==> config.mk <==
export PLATFORM = sky130hd
export DESIGN_NAME = spc_port
export DESIGN_NICKNAME = d
export VERILOG_FILES = /design/src/inc/spc_pkg.sv /design/src/design/spc_fifo.sv /design/src/design/spc_port.sv
export SDC_FILE = /design/constraint.sdc
export NUM_CORES = 1
export LEC_CHECK = 0
export ABC_AREA = 1
export BUFFER_PORTS_ARGS = -buffer_cell sky130_fd_sc_hd__clkbuf_2
export CORE_ASPECT_RATIO = 0.75
export CORE_MARGIN = 2
export CORE_UTILIZATION = 61
export CTS_BUF_LIST = sky130_fd_sc_hd__clkbuf_16
export CTS_CLUSTER_SIZE = 25
export DETAILED_ROUTE_END_ITERATION = 7
export PLACE_DENSITY = 0.8
export SYNTH_ARGS = -nofsm -noshare
export SYNTH_HDL_FRONTEND = slang
export SYNTH_SLANG_ARGS = --single-unit
==> constraint.sdc <==
create_clock -name aclk -period 4.6 [get_ports aclk]
set_clock_uncertainty 0.15 [all_clocks]
set_input_delay 1.38 -clock aclk [delete_from_list [all_inputs] [get_ports aclk]]
set_output_delay 1.38 -clock aclk [all_outputs]
set_load 0.005 [all_outputs]
==> src/inc/spc_pkg.sv <==
// How it works
// - Role bit selects master or slave operation
// - Master clock-pin disable releases clock pin
// - Data-out disable releases the data pin
// - Sample phase in master; slave forces zero
// - Polarity bit sets clock idle level
// - Slave uses select pin only when enabled
`default_nettype none
package spc_pkg;
    ////////////////////////////////////////////////////////////////////////////////
    // Register byte offsets
    localparam int         ADDR_W     = 5;
    localparam logic [4:0] ADDR_CTRL1 = 5'h00;
    localparam logic [4:0] ADDR_CTRL2 = 5'h04;
    localparam logic [4:0] ADDR_DATA  = 5'h08;
    localparam logic [4:0] ADDR_STAT  = 5'h0C;

    // Control one fields
    localparam int          B_CLK_DIS  = 12;
    localparam int          B_DO_DIS   = 11;
    localparam int          B_WIDE     = 10;
    localparam int          B_PHASE    = 9;
    localparam int          B_EDGE     = 8;
    localparam int          B_SEL_EN   = 7;
    localparam int          B_POL      = 6;
    localparam int          B_MASTER   = 5;
    localparam int          B_SECONDARY_PRESCALE     = 2;
    localparam int          B_PRIMARY_PRESCALE     = 0;
    localparam logic [15:0] CTRL1_RST  = 16'h0000;
    localparam logic [15:0] CTRL1_MASK = 16'h1FFF;

    // Control two fields
    localparam int          B_PORT_EN  = 0;
    localparam int          B_FRAMED   = 1;
    localparam logic [15:0] CTRL2_RST  = 16'h0000;
    localparam logic [15:0] CTRL2_MASK = 16'h0003;

    // Status fields
    localparam int B_TX_FULL  = 0;
    localparam int B_TX_EMPTY = 1;
    localparam int B_RX_FULL  = 2;
    localparam int B_RX_OVF   = 3;
    localparam int B_BUSY     = 4;

    // Bus responses
    localparam logic [1:0] RESP_OKAY   = 2'h0;
    localparam logic [1:0] RESP_SLVERR = 2'h2;

    // Shifter sizes and edge counts
    localparam int         WORD_W   = 16;
    localparam int         TX_DEPTH = 16;
    localparam logic [5:0] K_WORD   = 6'h20;
    localparam logic [5:0] K_BYTE   = 6'h10;
    localparam logic [3:0] SEC_BASE = 4'h8;
    localparam logic [6:0] PRI_UNIT = 7'h01;

    // Shifter state
    typedef enum logic [1:0] {SH_IDLE, SH_RUN, SH_END} spc_shift_t;

    // Half clock period in system cycles from both prescalers
    function automatic logic [9:0] half_period(logic [1:0] pri, logic [2:0] sec);
        logic [6:0] p;
        logic [3:0] s;
        p = PRI_UNIT << {pri ^ 2'h3, 1'b0};
        s = SEC_BASE - {1'b0, sec};
        half_period = {3'h0, p} * {6'h00, s};
    endfunction

    // Byte-lane merge of a write into a 16-bit register
    function automatic logic [15:0] wr_merge(logic [15:0] old, logic [31:0] d,
                                             logic [3:0] strb);
        wr_merge = old;
        if (strb[0]) wr_merge[7:0] = d[7:0];
        if (strb[1]) wr_merge[15:8] = d[15:8];
    endfunction

    // Decode of mapped offsets
    function automatic logic reg_hit(logic [4:0] a);
        reg_hit = (a == ADDR_CTRL1) || (a == ADDR_CTRL2) ||
                  (a == ADDR_DATA) || (a == ADDR_STAT);
    endfunction
endpackage
`default_nettype wire

==> src/design/spc_fifo.sv <==
`default_nettype none
// Synchronous FIFO with valid and ready on both sides
module spc_fifo #(
    parameter int WIDTH = 16,
    parameter int DEPTH = 16
) (
    // Clock and reset
    input  wire logic             aclk,
    input  wire logic             aresetn,
    // Filling side
    input  wire logic [WIDTH-1:0] in_data,
    input  wire logic             in_valid,
    output logic                  in_ready,
    // Draining side
    output logic [WIDTH-1:0]      out_data,
    output logic                  out_valid,
    input  wire logic             out_ready
);
    localparam int AW = $clog2(DEPTH);

    logic [WIDTH-1:0] mem [DEPTH];
    logic [AW-1:0]    wr_ptr;
    logic [AW-1:0]    rd_ptr;
    logic [AW:0]      count;
    logic             push;
    logic             pop;

    // Honest full and empty
    assign in_ready  = (count != (AW+1)'(DEPTH));
    assign out_valid = (count != '0);
    assign push      = in_valid && in_ready;
    assign pop       = out_valid && out_ready;
    assign out_data  = mem[rd_ptr];

    // Storage
    always_ff @(posedge aclk) begin
        if (push) begin
            mem[wr_ptr] <= in_data;
        end
    end

    // Pointers and fill level
    always_ff @(posedge aclk) begin
        if (!aresetn) begin
            wr_ptr <= '0;
            rd_ptr <= '0;
            count  <= '0;
        end else begin
            if (push) begin
                wr_ptr <= (wr_ptr == AW'(DEPTH - 1)) ? '0 : wr_ptr + 1'b1;
            end
            if (pop) begin
                rd_ptr <= (rd_ptr == AW'(DEPTH - 1)) ? '0 : rd_ptr + 1'b1;
            end
            count <= count + (AW+1)'(push) - (AW+1)'(pop);
        end
    end
endmodule
`default_nettype wire

==> src/design/spc_port.sv <==
`default_nettype none
// Serial port with configurable role, polarity, phase and pin release
module spc_port (
    // Clock and reset
    input  wire logic        aclk,
    input  wire logic        aresetn,
    // Write address channel
    input  wire logic [4:0]  awaddr,
    input  wire logic        awvalid,
    output logic             awready,
    // Write data channel
    input  wire logic [31:0] wdata,
    input  wire logic [3:0]  wstrb,
    input  wire logic        wvalid,
    output logic             wready,
    // Write response channel
    output logic [1:0]       bresp,
    output logic             bvalid,
    input  wire logic        bready,
    // Read address channel
    input  wire logic [4:0]  araddr,
    input  wire logic        arvalid,
    output logic             arready,
    // Read data channel
    output logic [31:0]      rdata,
    output logic [1:0]       rresp,
    output logic             rvalid,
    input  wire logic        rready,
    // Serial clock pin
    input  wire logic        sck_in,
    output logic             sck_out,
    output logic             sck_oe,
    // Serial data pins
    input  wire logic        sdi_in,
    output logic             sdo_out,
    output logic             sdo_oe,
    // Slave select pin
    input  wire logic        ss_in_n,
    // Link to framed-mode logic
    output logic             framed_operation_enable
);
    ////////////////////////////////////////////////////////////////////////////////
    // Declarations
    logic [15:0]          serial_port_control_one;
    logic [15:0]          ctrl2;
    logic                 aw_got;
    logic                 w_got;
    logic [4:0]           aw_addr_q;
    logic [31:0]          w_data_q;
    logic [3:0]           w_strb_q;
    logic                 wr_is_data;
    logic                 wr_go;
    logic [31:0]          rd_mux;
    logic                 rx_take;
    logic [15:0]          rx_word;
    logic                 rx_full;
    logic                 rx_ovf;
    logic                 ovf_set;
    logic                 ovf_clr;
    logic                 fifo_in_ready;
    logic [15:0]          fifo_out_data;
    logic                 fifo_out_valid;
    logic                 fifo_pop;
    logic                 sck_s1;
    logic                 sck_s2;
    logic                 sck_s3;
    logic                 sdi_s1;
    logic                 sdi_s2;
    logic                 ss_s1;
    logic                 ss_s2;
    spc_pkg::spc_shift_t  state;
    logic [5:0]           k;
    logic [9:0]           div_cnt;
    logic [15:0]          sh_tx;
    logic [15:0]          sh_rx;
    logic                 master_role_enable;
    logic                 clock_polarity_select;
    logic                 sample_phase_select;
    logic                 word_byte_select;
    logic                 edge_sel;
    logic                 select_pin_enable;
    logic                 port_en;
    logic                 slave_sel;
    logic                 run_ok;
    logic [9:0]           half;
    logic                 tick;
    logic                 ev;
    logic [5:0]           last_k;
    logic [5:0]           end_k;
    logic                 do_samp;
    logic                 do_shift;
    logic [15:0]          tx_load;

    ////////////////////////////////////////////////////////////////////////////////
    // Field decode
    assign master_role_enable    = serial_port_control_one[spc_pkg::B_MASTER];
    assign clock_polarity_select = serial_port_control_one[spc_pkg::B_POL];
    assign word_byte_select      = serial_port_control_one[spc_pkg::B_WIDE];
    assign edge_sel              = serial_port_control_one[spc_pkg::B_EDGE];
    assign select_pin_enable     = serial_port_control_one[spc_pkg::B_SEL_EN];
    assign port_en               = ctrl2[spc_pkg::B_PORT_EN];
    assign framed_operation_enable = ctrl2[spc_pkg::B_FRAMED];

    // Phase bit acts in master only; slave always samples mid-bit
    assign sample_phase_select = serial_port_control_one[spc_pkg::B_PHASE]
                                 && master_role_enable;
    // Select pin gates the slave only when enabled
    assign slave_sel = !select_pin_enable || !ss_s2;
    assign run_ok    = port_en && (master_role_enable || slave_sel);

    ////////////////////////////////////////////////////////////////////////////////
    // Edge scheduling
    assign half = spc_pkg::half_period(serial_port_control_one[spc_pkg::B_PRIMARY_PRESCALE +: 2],
                                       serial_port_control_one[spc_pkg::B_SECONDARY_PRESCALE +: 3]);
    assign tick   = (div_cnt == half - 10'h001);
    // Master counts its own half periods, slave follows pin edges
    assign ev     = master_role_enable ? tick : (sck_s2 != sck_s3);
    assign last_k = word_byte_select ? spc_pkg::K_WORD : spc_pkg::K_BYTE;
    assign end_k  = master_role_enable ? last_k : last_k - 6'h01;
    // Even edge count is the leading edge of a bit
    assign do_samp  = edge_sel ? (sample_phase_select ? k[0] : !k[0] && k != last_k)
                               : (sample_phase_select ? (!k[0] && k != '0) : k[0]);
    assign do_shift = edge_sel ? k[0] : (!k[0] && k != '0);

    // First word to send, bytes left-aligned for MSB-first shifting
    assign tx_load  = !fifo_out_valid ? '0 :
                      word_byte_select ? fifo_out_data
                                       : {fifo_out_data[7:0], 8'h00};
    assign fifo_pop = (state == spc_pkg::SH_IDLE) && run_ok && fifo_out_valid;

    ////////////////////////////////////////////////////////////////////////////////
    // Transmit FIFO between the bus and the shifter
    spc_fifo #(
        .WIDTH (spc_pkg::WORD_W),
        .DEPTH (spc_pkg::TX_DEPTH)
    ) u_tx_fifo (
        .aclk      (aclk),
        .aresetn   (aresetn),
        .in_data   (w_data_q[15:0]),
        .in_valid  (wr_go && wr_is_data),
        .in_ready  (fifo_in_ready),
        .out_data  (fifo_out_data),
        .out_valid (fifo_out_valid),
        .out_ready (fifo_pop)
    );

    ////////////////////////////////////////////////////////////////////////////////
    // Bus write side: address and data taken in either order
    assign wr_is_data = (aw_addr_q == spc_pkg::ADDR_DATA);
    assign wr_go      = aw_got && w_got && !bvalid && !(wr_is_data && !fifo_in_ready);

    // Write address capture
    always_ff @(posedge aclk) begin
        if (!aresetn) begin
            aw_got    <= 1'b0;
            awready   <= 1'b0;
            aw_addr_q <= '0;
        end else if (awvalid && awready) begin
            aw_got    <= 1'b1;
            awready   <= 1'b0;
            aw_addr_q <= awaddr;
        end else if (wr_go) begin
            aw_got <= 1'b0;
        end else if (!aw_got && !bvalid) begin
            awready <= 1'b1;
        end
    end

    // Write data capture
    always_ff @(posedge aclk) begin
        if (!aresetn) begin
            w_got    <= 1'b0;
            wready   <= 1'b0;
            w_data_q <= '0;
            w_strb_q <= '0;
        end else if (wvalid && wready) begin
            w_got    <= 1'b1;
            wready   <= 1'b0;
            w_data_q <= wdata;
            w_strb_q <= wstrb;
        end else if (wr_go) begin
            w_got <= 1'b0;
        end else if (!w_got && !bvalid) begin
            wready <= 1'b1;
        end
    end

    // Write response
    always_ff @(posedge aclk) begin
        if (!aresetn) begin
            bvalid <= 1'b0;
            bresp  <= spc_pkg::RESP_OKAY;
        end else if (wr_go) begin
            bvalid <= 1'b1;
            bresp  <= spc_pkg::reg_hit(aw_addr_q) ? spc_pkg::RESP_OKAY
                                                  : spc_pkg::RESP_SLVERR;
        end else if (bready) begin
            bvalid <= 1'b0;
        end
    end

    // Control registers
    always_ff @(posedge aclk) begin
        if (!aresetn) begin
            serial_port_control_one <= spc_pkg::CTRL1_RST;
            ctrl2                   <= spc_pkg::CTRL2_RST;
        end else if (wr_go && aw_addr_q == spc_pkg::ADDR_CTRL1) begin
            serial_port_control_one <= spc_pkg::wr_merge(serial_port_control_one,
                                                         w_data_q, w_strb_q)
                                       & spc_pkg::CTRL1_MASK;
        end else if (wr_go && aw_addr_q == spc_pkg::ADDR_CTRL2) begin
            ctrl2 <= spc_pkg::wr_merge(ctrl2, w_data_q, w_strb_q) & spc_pkg::CTRL2_MASK;
        end
    end

    ////////////////////////////////////////////////////////////////////////////////
    // Bus read side
    assign rx_take = arvalid && arready && (araddr == spc_pkg::ADDR_DATA);

    // Read data selection
    always_comb begin
        rd_mux = 32'h0000_0000;
        case (araddr)
            spc_pkg::ADDR_CTRL1: rd_mux = {16'h0000, serial_port_control_one};
            spc_pkg::ADDR_CTRL2: rd_mux = {16'h0000, ctrl2};
            spc_pkg::ADDR_DATA:  rd_mux = {16'h0000, rx_word};
            spc_pkg::ADDR_STAT: begin
                rd_mux[spc_pkg::B_TX_FULL]  = !fifo_in_ready;
                rd_mux[spc_pkg::B_TX_EMPTY] = !fifo_out_valid;
                rd_mux[spc_pkg::B_RX_FULL]  = rx_full;
                rd_mux[spc_pkg::B_RX_OVF]   = rx_ovf;
                rd_mux[spc_pkg::B_BUSY]     = (state != spc_pkg::SH_IDLE);
            end
            default: rd_mux = 32'h0000_0000;
        endcase
    end

    // Read address and data channels
    always_ff @(posedge aclk) begin
        if (!aresetn) begin
            arready <= 1'b0;
            rvalid  <= 1'b0;
            rdata   <= 32'h0000_0000;
            rresp   <= spc_pkg::RESP_OKAY;
        end else if (arvalid && arready) begin
            arready <= 1'b0;
            rvalid  <= 1'b1;
            rdata   <= rd_mux;
            rresp   <= spc_pkg::reg_hit(araddr) ? spc_pkg::RESP_OKAY
                                                : spc_pkg::RESP_SLVERR;
        end else if (rvalid && rready) begin
            rvalid <= 1'b0;
        end else if (!rvalid) begin
            arready <= 1'b1;
        end
    end

    ////////////////////////////////////////////////////////////////////////////////
    // Receive word and flags; a new word wins over a clear
    assign ovf_set = (state == spc_pkg::SH_END) && rx_full && !rx_take;
    assign ovf_clr = wr_go && aw_addr_q == spc_pkg::ADDR_STAT && w_strb_q[0]
                     && w_data_q[spc_pkg::B_RX_OVF];

    always_ff @(posedge aclk) begin
        if (!aresetn) begin
            rx_word <= '0;
            rx_full <= 1'b0;
        end else if (state == spc_pkg::SH_END) begin
            rx_word <= word_byte_select ? sh_rx : {8'h00, sh_rx[7:0]};
            rx_full <= 1'b1;
        end else if (rx_take) begin
            rx_full <= 1'b0;
        end
    end

    // Overflow flag, write one to clear
    always_ff @(posedge aclk) begin
        if (!aresetn) begin
            rx_ovf <= 1'b0;
        end else if (ovf_set) begin
            rx_ovf <= 1'b1;
        end else if (ovf_clr) begin
            rx_ovf <= 1'b0;
        end
    end

    ////////////////////////////////////////////////////////////////////////////////
    // Pin synchronisers
    always_ff @(posedge aclk) begin
        if (!aresetn) begin
            sck_s1 <= 1'b0;
            sck_s2 <= 1'b0;
            sck_s3 <= 1'b0;
            sdi_s1 <= 1'b0;
            sdi_s2 <= 1'b0;
            ss_s1  <= 1'b1;
            ss_s2  <= 1'b1;
        end else begin
            sck_s1 <= sck_in;
            sck_s2 <= sck_s1;
            sck_s3 <= sck_s2;
            sdi_s1 <= sdi_in;
            sdi_s2 <= sdi_s1;
            ss_s1  <= ss_in_n;
            ss_s2  <= ss_s1;
        end
    end

    // Half-period divider for master clock generation
    always_ff @(posedge aclk) begin
        if (!aresetn || state != spc_pkg::SH_RUN || tick) begin
            div_cnt <= '0;
        end else begin
            div_cnt <= div_cnt + 10'h001;
        end
    end

    ////////////////////////////////////////////////////////////////////////////////
    // Shifter sequence
    always_ff @(posedge aclk) begin
        if (!aresetn) begin
            state   <= spc_pkg::SH_IDLE;
            k       <= '0;
            sh_tx   <= '0;
            sh_rx   <= '0;
            sdo_out <= 1'b0;
        end else if (!run_ok || (wr_go && aw_addr_q == spc_pkg::ADDR_CTRL1)) begin
            state <= spc_pkg::SH_IDLE;
            k     <= '0;
        end else begin
            unique case (state)
                spc_pkg::SH_IDLE: begin
                    if (!master_role_enable || fifo_out_valid) begin
                        sh_tx   <= tx_load;
                        sdo_out <= tx_load[15];
                        k       <= '0;
                        state   <= spc_pkg::SH_RUN;
                    end
                end
                spc_pkg::SH_RUN: begin
                    if (ev) begin
                        if (do_samp) begin
                            sh_rx <= {sh_rx[14:0], sdi_s2};
                        end
                        if (do_shift) begin
                            sh_tx   <= {sh_tx[14:0], 1'b0};
                            sdo_out <= sh_tx[14];
                        end
                        if (k == end_k) begin
                            state <= spc_pkg::SH_END;
                        end else begin
                            k <= k + 6'h01;
                        end
                    end
                end
                spc_pkg::SH_END: begin
                    state <= spc_pkg::SH_IDLE;
                end
            endcase
        end
    end

    ////////////////////////////////////////////////////////////////////////////////
    // Serial clock: idles at polarity level, driven only by a master
    always_ff @(posedge aclk) begin
        if (!aresetn) begin
            sck_out <= 1'b0;
        end else if (!master_role_enable || state != spc_pkg::SH_RUN) begin
            sck_out <= clock_polarity_select;
        end else if (tick && k < last_k) begin
            sck_out <= k[0] ? clock_polarity_select : !clock_polarity_select;
        end
    end

    // Pin enables
    always_ff @(posedge aclk) begin
        if (!aresetn) begin
            sck_oe <= 1'b0;
            sdo_oe <= 1'b0;
        end else begin
            sck_oe <= port_en && master_role_enable
                      && !serial_port_control_one[spc_pkg::B_CLK_DIS];
            sdo_oe <= port_en && !serial_port_control_one[spc_pkg::B_DO_DIS]
                      && (master_role_enable || slave_sel);
        end
    end
endmodule
`default_nettype wire

# ---- After elaboration in Yosys (flattened, before gate mapping)
# Memories as Yosys holds them, arrays and structs flattened. A register that Yosys moved wholly into a read port is not among the register bits.
# Index checks and enable logic that the tools add are counted.
dict set report classes {
  n_addsub 9
  mul 1
  magnitude_cmp 1
  n_eq_ne 21
  shift 1
  muxes 50
  bitwise_logic 7
  reduce_logical 89
}
# cell n
set ops {}
lappend ops {{$mux 16} 3}
lappend ops {{$mux 15} 3}
lappend ops {{$logic_and 1x1->1} 32}
lappend ops {{$mux 6} 5}
lappend ops {{$pmux 15 s2} 1}
lappend ops {{$mux 1} 24}
lappend ops {{$pmux 11 s2} 1}
lappend ops {{$eq 5x4->1 const B} 4}
lappend ops {{$pmux 5 s4} 1}
lappend ops {{$reduce_bool 2->1} 9}
lappend ops {{$logic_not 1->1} 16}
lappend ops {{$mux 4} 4}
lappend ops {{$logic_or 1x1->1} 13}
lappend ops {{$pmux 6 s2} 1}
lappend ops {{$add 10x1->10 const B} 1}
lappend ops {{$eq 10x10->1} 1}
lappend ops {{$eq 5x3->1 const B} 2}
lappend ops {{$logic_not 5->1} 2}
lappend ops {{$mul 7x4->10} 1}
lappend ops {{$mux 2} 5}
lappend ops {{$reduce_and 2->1} 5}
lappend ops {{$sub 10x1->10 const B} 1}
lappend ops {{$add 4x1->4 const B} 2}
lappend ops {{$eq 4x4->1 const B} 2}
lappend ops {{other kinds (26)} 40}
dict set report word_totals {
  ff_bits 172
  mem_bits_rw 256
  input_bits 56
  output_inout_bits 46
  elab_cells 218
  memories 1
}
# name words width rd rd_clocked_by_memory_dff wr line
set memory_table {}
lappend memory_table {u_tx_fifo.mem 16 16 1 1 1 spc_fifo.sv:21} ;# logic [WIDTH-1:0] mem [DEPTH];

# ---- Logic depth before layout (Yosys ltp)
dict set report depth {
  ltp_word 10
  depth_mapped 27
  mapped_depth_nobuf 26
}

# ---- Modules after synthesis
# From an unflattened synthesis, not the netlist that was laid out.
dict set report unflattened {
  hier_cells 2061
  area_unflattened_um2 18557.8
}
# mod instances cells_per_inst area_each_um2 seq_area_each_um2
set modules_own_cells {}
lappend modules_own_cells {spc_fifo 1 1085 11629.9 8027.7}
lappend modules_own_cells {spc_port 1 976 6927.9 2822.7}

# ---- Worst setup path before layout
# No wires, ideal clock.
dict set report synth_path {
  kind {flip-flop to flip-flop}
  startpoint {reg serial_port_control_one[2]}
  endpoint {reg sh_rx[10]}
  setup_ns 0.113
  t_arrival_ns 3.418
  required_ns 4.337
  path_slack_ns 0.919
  stages_incl_launch_ff 24
  path_buffers 1
  period_less_slack_ns 3.681
  path_cell_list {dfxtp_1 inv_2 ha_1 inv_1 nand2_1 nand2_1 nor2_1 fa_1 fa_1 ha_1 a21oi_1 nor2b_1 nand2_1 nand2_1 nand2_1 inv_1 nand2_1 nand2_1 nand3_2 nand2_2 nand3b_4 buf_2 o21ai_1 nor2_1}
}
dict set report synth_between {
  elab_chain_len 6
}
# element line
set synth_rtl {}
lappend synth_rtl {{start, declared} spc_port.sv:44} ;# logic [15:0] serial_port_control_one;
lappend synth_rtl {{start signal, assigned} spc_port.sv:205} ;# serial_port_control_one <= spc_pkg::CTRL1_RST;
lappend synth_rtl {{start signal, assigned} spc_port.sv:208} ;# serial_port_control_one <= spc_pkg::wr_merge(serial_port_control_one,
lappend synth_rtl {{$sub 4x3->4} spc_pkg.sv:65} ;# s = SEC_BASE - {1'b0, sec};
lappend synth_rtl {{$mul 7x4->10} spc_pkg.sv:66} ;# half_period = {3'h0, p} * {6'h00, s};
lappend synth_rtl {{$sub 10x1->10} spc_port.sv:115} ;# assign tick = (div_cnt == half - 10'h001);
lappend synth_rtl {{$eq 10x10->1} spc_port.sv:115}
lappend synth_rtl {{$mux 1} spc_port.sv:117} ;# assign ev = master_role_enable ? tick : (sck_s2 != sck_s3);
lappend synth_rtl {{$reduce_and 4->1 (no source line)} --}
lappend synth_rtl {{end signal, assigned} spc_port.sv:343} ;# sh_rx <= {sh_rx[14:0], sdi_s2};
lappend synth_rtl {{end, declared} spc_port.sv:75} ;# logic [15:0] sh_rx;
# Every way passes these cells.
# A chain may end at the register's enable or synchronous reset.

# ---- Worst setup path after layout
dict set report layout_path {
  startpoint {reg serial_port_control_one[2]}
  endpoint {reg sh_tx[12]}
}
dict set report layout_between {
  elab_chain_len 7
}
# element line
set layout_rtl {}
lappend layout_rtl {{$sub 4x3->4} spc_pkg.sv:65}
lappend layout_rtl {{$mul 7x4->10} spc_pkg.sv:66}
lappend layout_rtl {{$sub 10x1->10} spc_port.sv:115}
lappend layout_rtl {{$eq 10x10->1} spc_port.sv:115}
lappend layout_rtl {{$mux 1} spc_port.sv:117}
lappend layout_rtl {{$ne 2x2->1 (no source line)} --}
lappend layout_rtl {{$reduce_and 5->1 (no source line)} --}
lappend layout_rtl {{end signal, assigned} spc_port.sv:334} ;# sh_tx <= tx_load;
lappend layout_rtl {{end signal, assigned} spc_port.sv:346} ;# sh_tx <= {sh_tx[14:0], 1'b0};
lappend layout_rtl {{end, declared} spc_port.sv:74} ;# logic [15:0] sh_tx;
# Every way passes these cells.

==> impl_results.md <==
* Distinct cells, synth at 49
* Antenna Nets Post-Route at 0
* Max-cap violations at 0
* Vias in the first global route at around 12000
* GPL Wtd Cong at slightly above 0.9
* Post-CTS resize count at 0
* Mean routed wirelength per cell at 18.9 um
* Area Growth Syn to Fin at 10.6%
* Status: finished clean
* Total Nets Final at between 1500 and 2000
* Core Area at about 28000 um2
* Minimum clock period at ~4200 ps
* Area share of the largest cell type after synthesis at 0.438
* HP Class: flip-flop to flip-flop
* Sequential cell area at around 11000 um2
* Post-Layout Cell Count at 2229
* Initial antenna violation count at 1
* Ys flop type: edfxtp_1
* Initial DRC count at ~1600
* CTS Hold Bufs at 0
* Std-Cell Rows at 53
* Worst setup SP type: flip-flop
* HPWL after DPL at roughly 26 mm
* Design area at between 15000 and 20000 um2
* Cells after Synth at around 1800
* Via count at 13138
* Htree depth at 2
* Fin. Hold Viols at 0
* WP data required at about 4900 ps
* Area of the multi-input gates at a little under 6000 um2
* Post-route DRC at 0
* Instance area after placement at about 18000 um2
* Ant diodes at 0
* Tot GR Track Use at 0.282
* Critical Path End Type: flip-flop
* Fillcell total at 2071
* Synth warnings at 0
* F_max at about 240 MHz
* IO Port Bufs at 65
* Die Ht at 151 um
* CTS tree: done
* Slew Viols, Final at 0
* Grt ovf at 0
* Max IR drop VDD at 0.328 mV
* Period utilization at 0.916
* Die W at 200 um
* Clock Latency Late Sink at between 500 and 600 ps
* Power Density at approximately 370 nW/um2
* Total wire length at approximately 42 mm
* Sink Count at slightly above 400
* Clock Path Buffers at 3
* Synth Area per Inst at about 10 um2
* Pin count of the biggest net entering global routing at ~80
* Total die area at 30200 um2
* Cell Area, Synth at 17600 um2
* Type of the worst setup path: flip-flop to flip-flop
* Synth area leader: edfxtp_1
* #FFs+latches synth at around 410
* Final setup viols at 0
* Starting Density at 0.623
* Setup Buffers After CTS at 0
* Layout cells sized above 1 at 0.0982
* Post-synth EDFFs at between 200 and 300
* CTS clk-pin slew, worst paths at about 60 ps
* CP max FO at 10
* Leakage power at 7.18 nW
* First-pass DRT Iterations at 7
* Worst Max-Slew Pin Slew at between 1000 and 1500 ps
* DR vias/cell at between 5 and 6
* TritonCTS buffer count at 39
* Top-level I/O count at ~100
* CTS root buffer: clkbuf_16
* Sequential fraction of the synthesis area at 0.618
* Ys async rst share at 0
* Final Power at a little over 7 mW
* Crit path DAT at 4490 ps
* Max-slew headroom at 0.257
* Placed cell count at about 2200
* Wire length of the first global-routing pass at around 65 mm
* Top cells by area, synth: edfxtp_1, dfxtp_1, nor2_1, o21ai_0, nand2_1
cells by family (layout without fill, tap and decap cells):
kind of cell,count (synthesis),after routing,synth area share
AND/OR/NAND/NOR,655,655,0.153
flip-flops,414,414,0.618
AO/OA/AOI/OAI,405,405,0.132
buffers and inverters,229,293,0.0546
adder cells (fa/ha/maj),41,41,0.0322
XOR/XNOR,17,17,0.00848
other,1,18,0.000214
multiplexers,1,1,0.000642
path summary, 6_finish.rpt:
check | start | endpoint | slack [ps] | cells after the start
setup / recovery | serial_port_control_one[2]$_SDFFE_PN0P_ | sh_tx[12]$_SDFFE_PN0P_ | 390 | 23
hold / removal | sdi_s1$_SDFF_PN0_ | sdi_s2$_SDFF_PN0_ | 260 | 2
setup reg to reg | serial_port_control_one[2]$_SDFFE_PN0P_ | sh_tx[12]$_SDFFE_PN0P_ | 390 | 23
hold reg to reg | sdi_s1$_SDFF_PN0_ | sdi_s2$_SDFF_PN0_ | 260 | 2
metrics by stage:
stage,hold WS (ps),util,setup TNS [ps],setup WS [ps]
finish,265,0.689,0,386
CTS,266,0.688,0,242
global route,298,0.689,-65.5,-22.9
global placement,251,0.646,0,323
floorplan,240,-,0,919
detailed placement,251,0.646,0,275
area by class of cell:
| cell class | count | area share |
|---|---|---|
| repair buffers | 98 | 0.0302 |
| multi-input cells | 1137 | 0.300 |
| well taps | 385 | 0.0248 |
| inverters | 124 | 0.0244 |
| clock buffers | 41 | 0.0528 |
| clock inverters | 30 | 0.00864 |
| flip-flops and latches | 414 | 0.559 |
report_power, final:
group / internal, mW / leakage (nW) / switching, mW
clock: 1.67 / 0.610 / 1.36
combinational: 0.0422 / 2.93 / 0.0829
sequential: 3.97 / 3.64 / 0.0687
total: 5.69 / 7.18 / 1.51
critical path, cell delays in order, from the launching register on:
cell and delay [ps]:
dfxtp_1 390, inv_4 90, ha_2 220, inv_1 50
nand2_1 40, nand2_1 150, nor2_2 70, fa_1 440
fa_1 470, ha_1 370, nand2_1 90, inv_1 50
nand4_1 100, nand2_1 120, nand2_1 50, nand2_1 50
nand3_1 90, nor2_2 210, nand3_2 140, nand3_2 130
nand2_2 170, buf_4 210, o21ai_0 180, a21oi_1 60
synthesized netlist by cell type (all sizes together) (34+ instances only):
master and instances:
a21oi 72, buf 35, clkbuf 70, dfxtp 158, edfxtp 256, ha 34
inv 121, nand2 212, nand3 87, nor2 323, o21ai 227, o221ai 42
flip-flops by register name, indices dropped and copies added (netlist names), 10 cells and up, named ones only:
| name | count |
|---|---|
| sh_tx | 15 |
| sh_rx | 16 |
| div_cnt | 10 |
| serial_port_control_one | 13 |
| rx_word | 16 |
| u_tx_fifo.mem | 256 |
| w_data_q | 16 |
| rdata | 16 |
placed cells by master (no fill, tap or decap), types with 2 or more instances in the layout:
cell,netlist,layout
a211oi_1,2,2
a21oi_1,72,72
a22oi_1,5,5
a31oi_1,9,9
buf_4,18,32
clkbuf_16,0,41
clkbuf_2,0,65
clkinv_1,2,12
clkinv_2,1,7
clkinvlp_4,0,3
conb_1,1,18
dfxtp_1,158,155
dfxtp_2,0,2
edfxtp_1,256,256
fa_1,7,7
ha_1,34,33
inv_1,118,125
inv_2,3,2
inv_6,0,3
nand2_1,209,208
nand2_2,3,4
nand3_1,84,84
nand3_2,3,3
nand4_1,7,7
nor2_1,320,315
nor2_2,2,7
nor3_1,12,12
nor4_1,5,5
o2111ai_1,3,3
o211ai_1,23,23
o21ai_0,215,215
o21ai_1,12,12
o221ai_1,42,42
o22ai_1,16,16
o32ai_1,2,2
or2_2,3,3
xnor2_1,9,9
xor2_1,8,8
per-layer routing:
metal	vias to the layer above	wire (um)	track usage
met2	661	18300	0.411
met5	-	0	0
met1	6209	18300	0.429
met4	0	983	0.0978
li1	6182	-	-
met3	86	4630	0.0481
No activity file was read; power rests on OpenSTA's default activity.
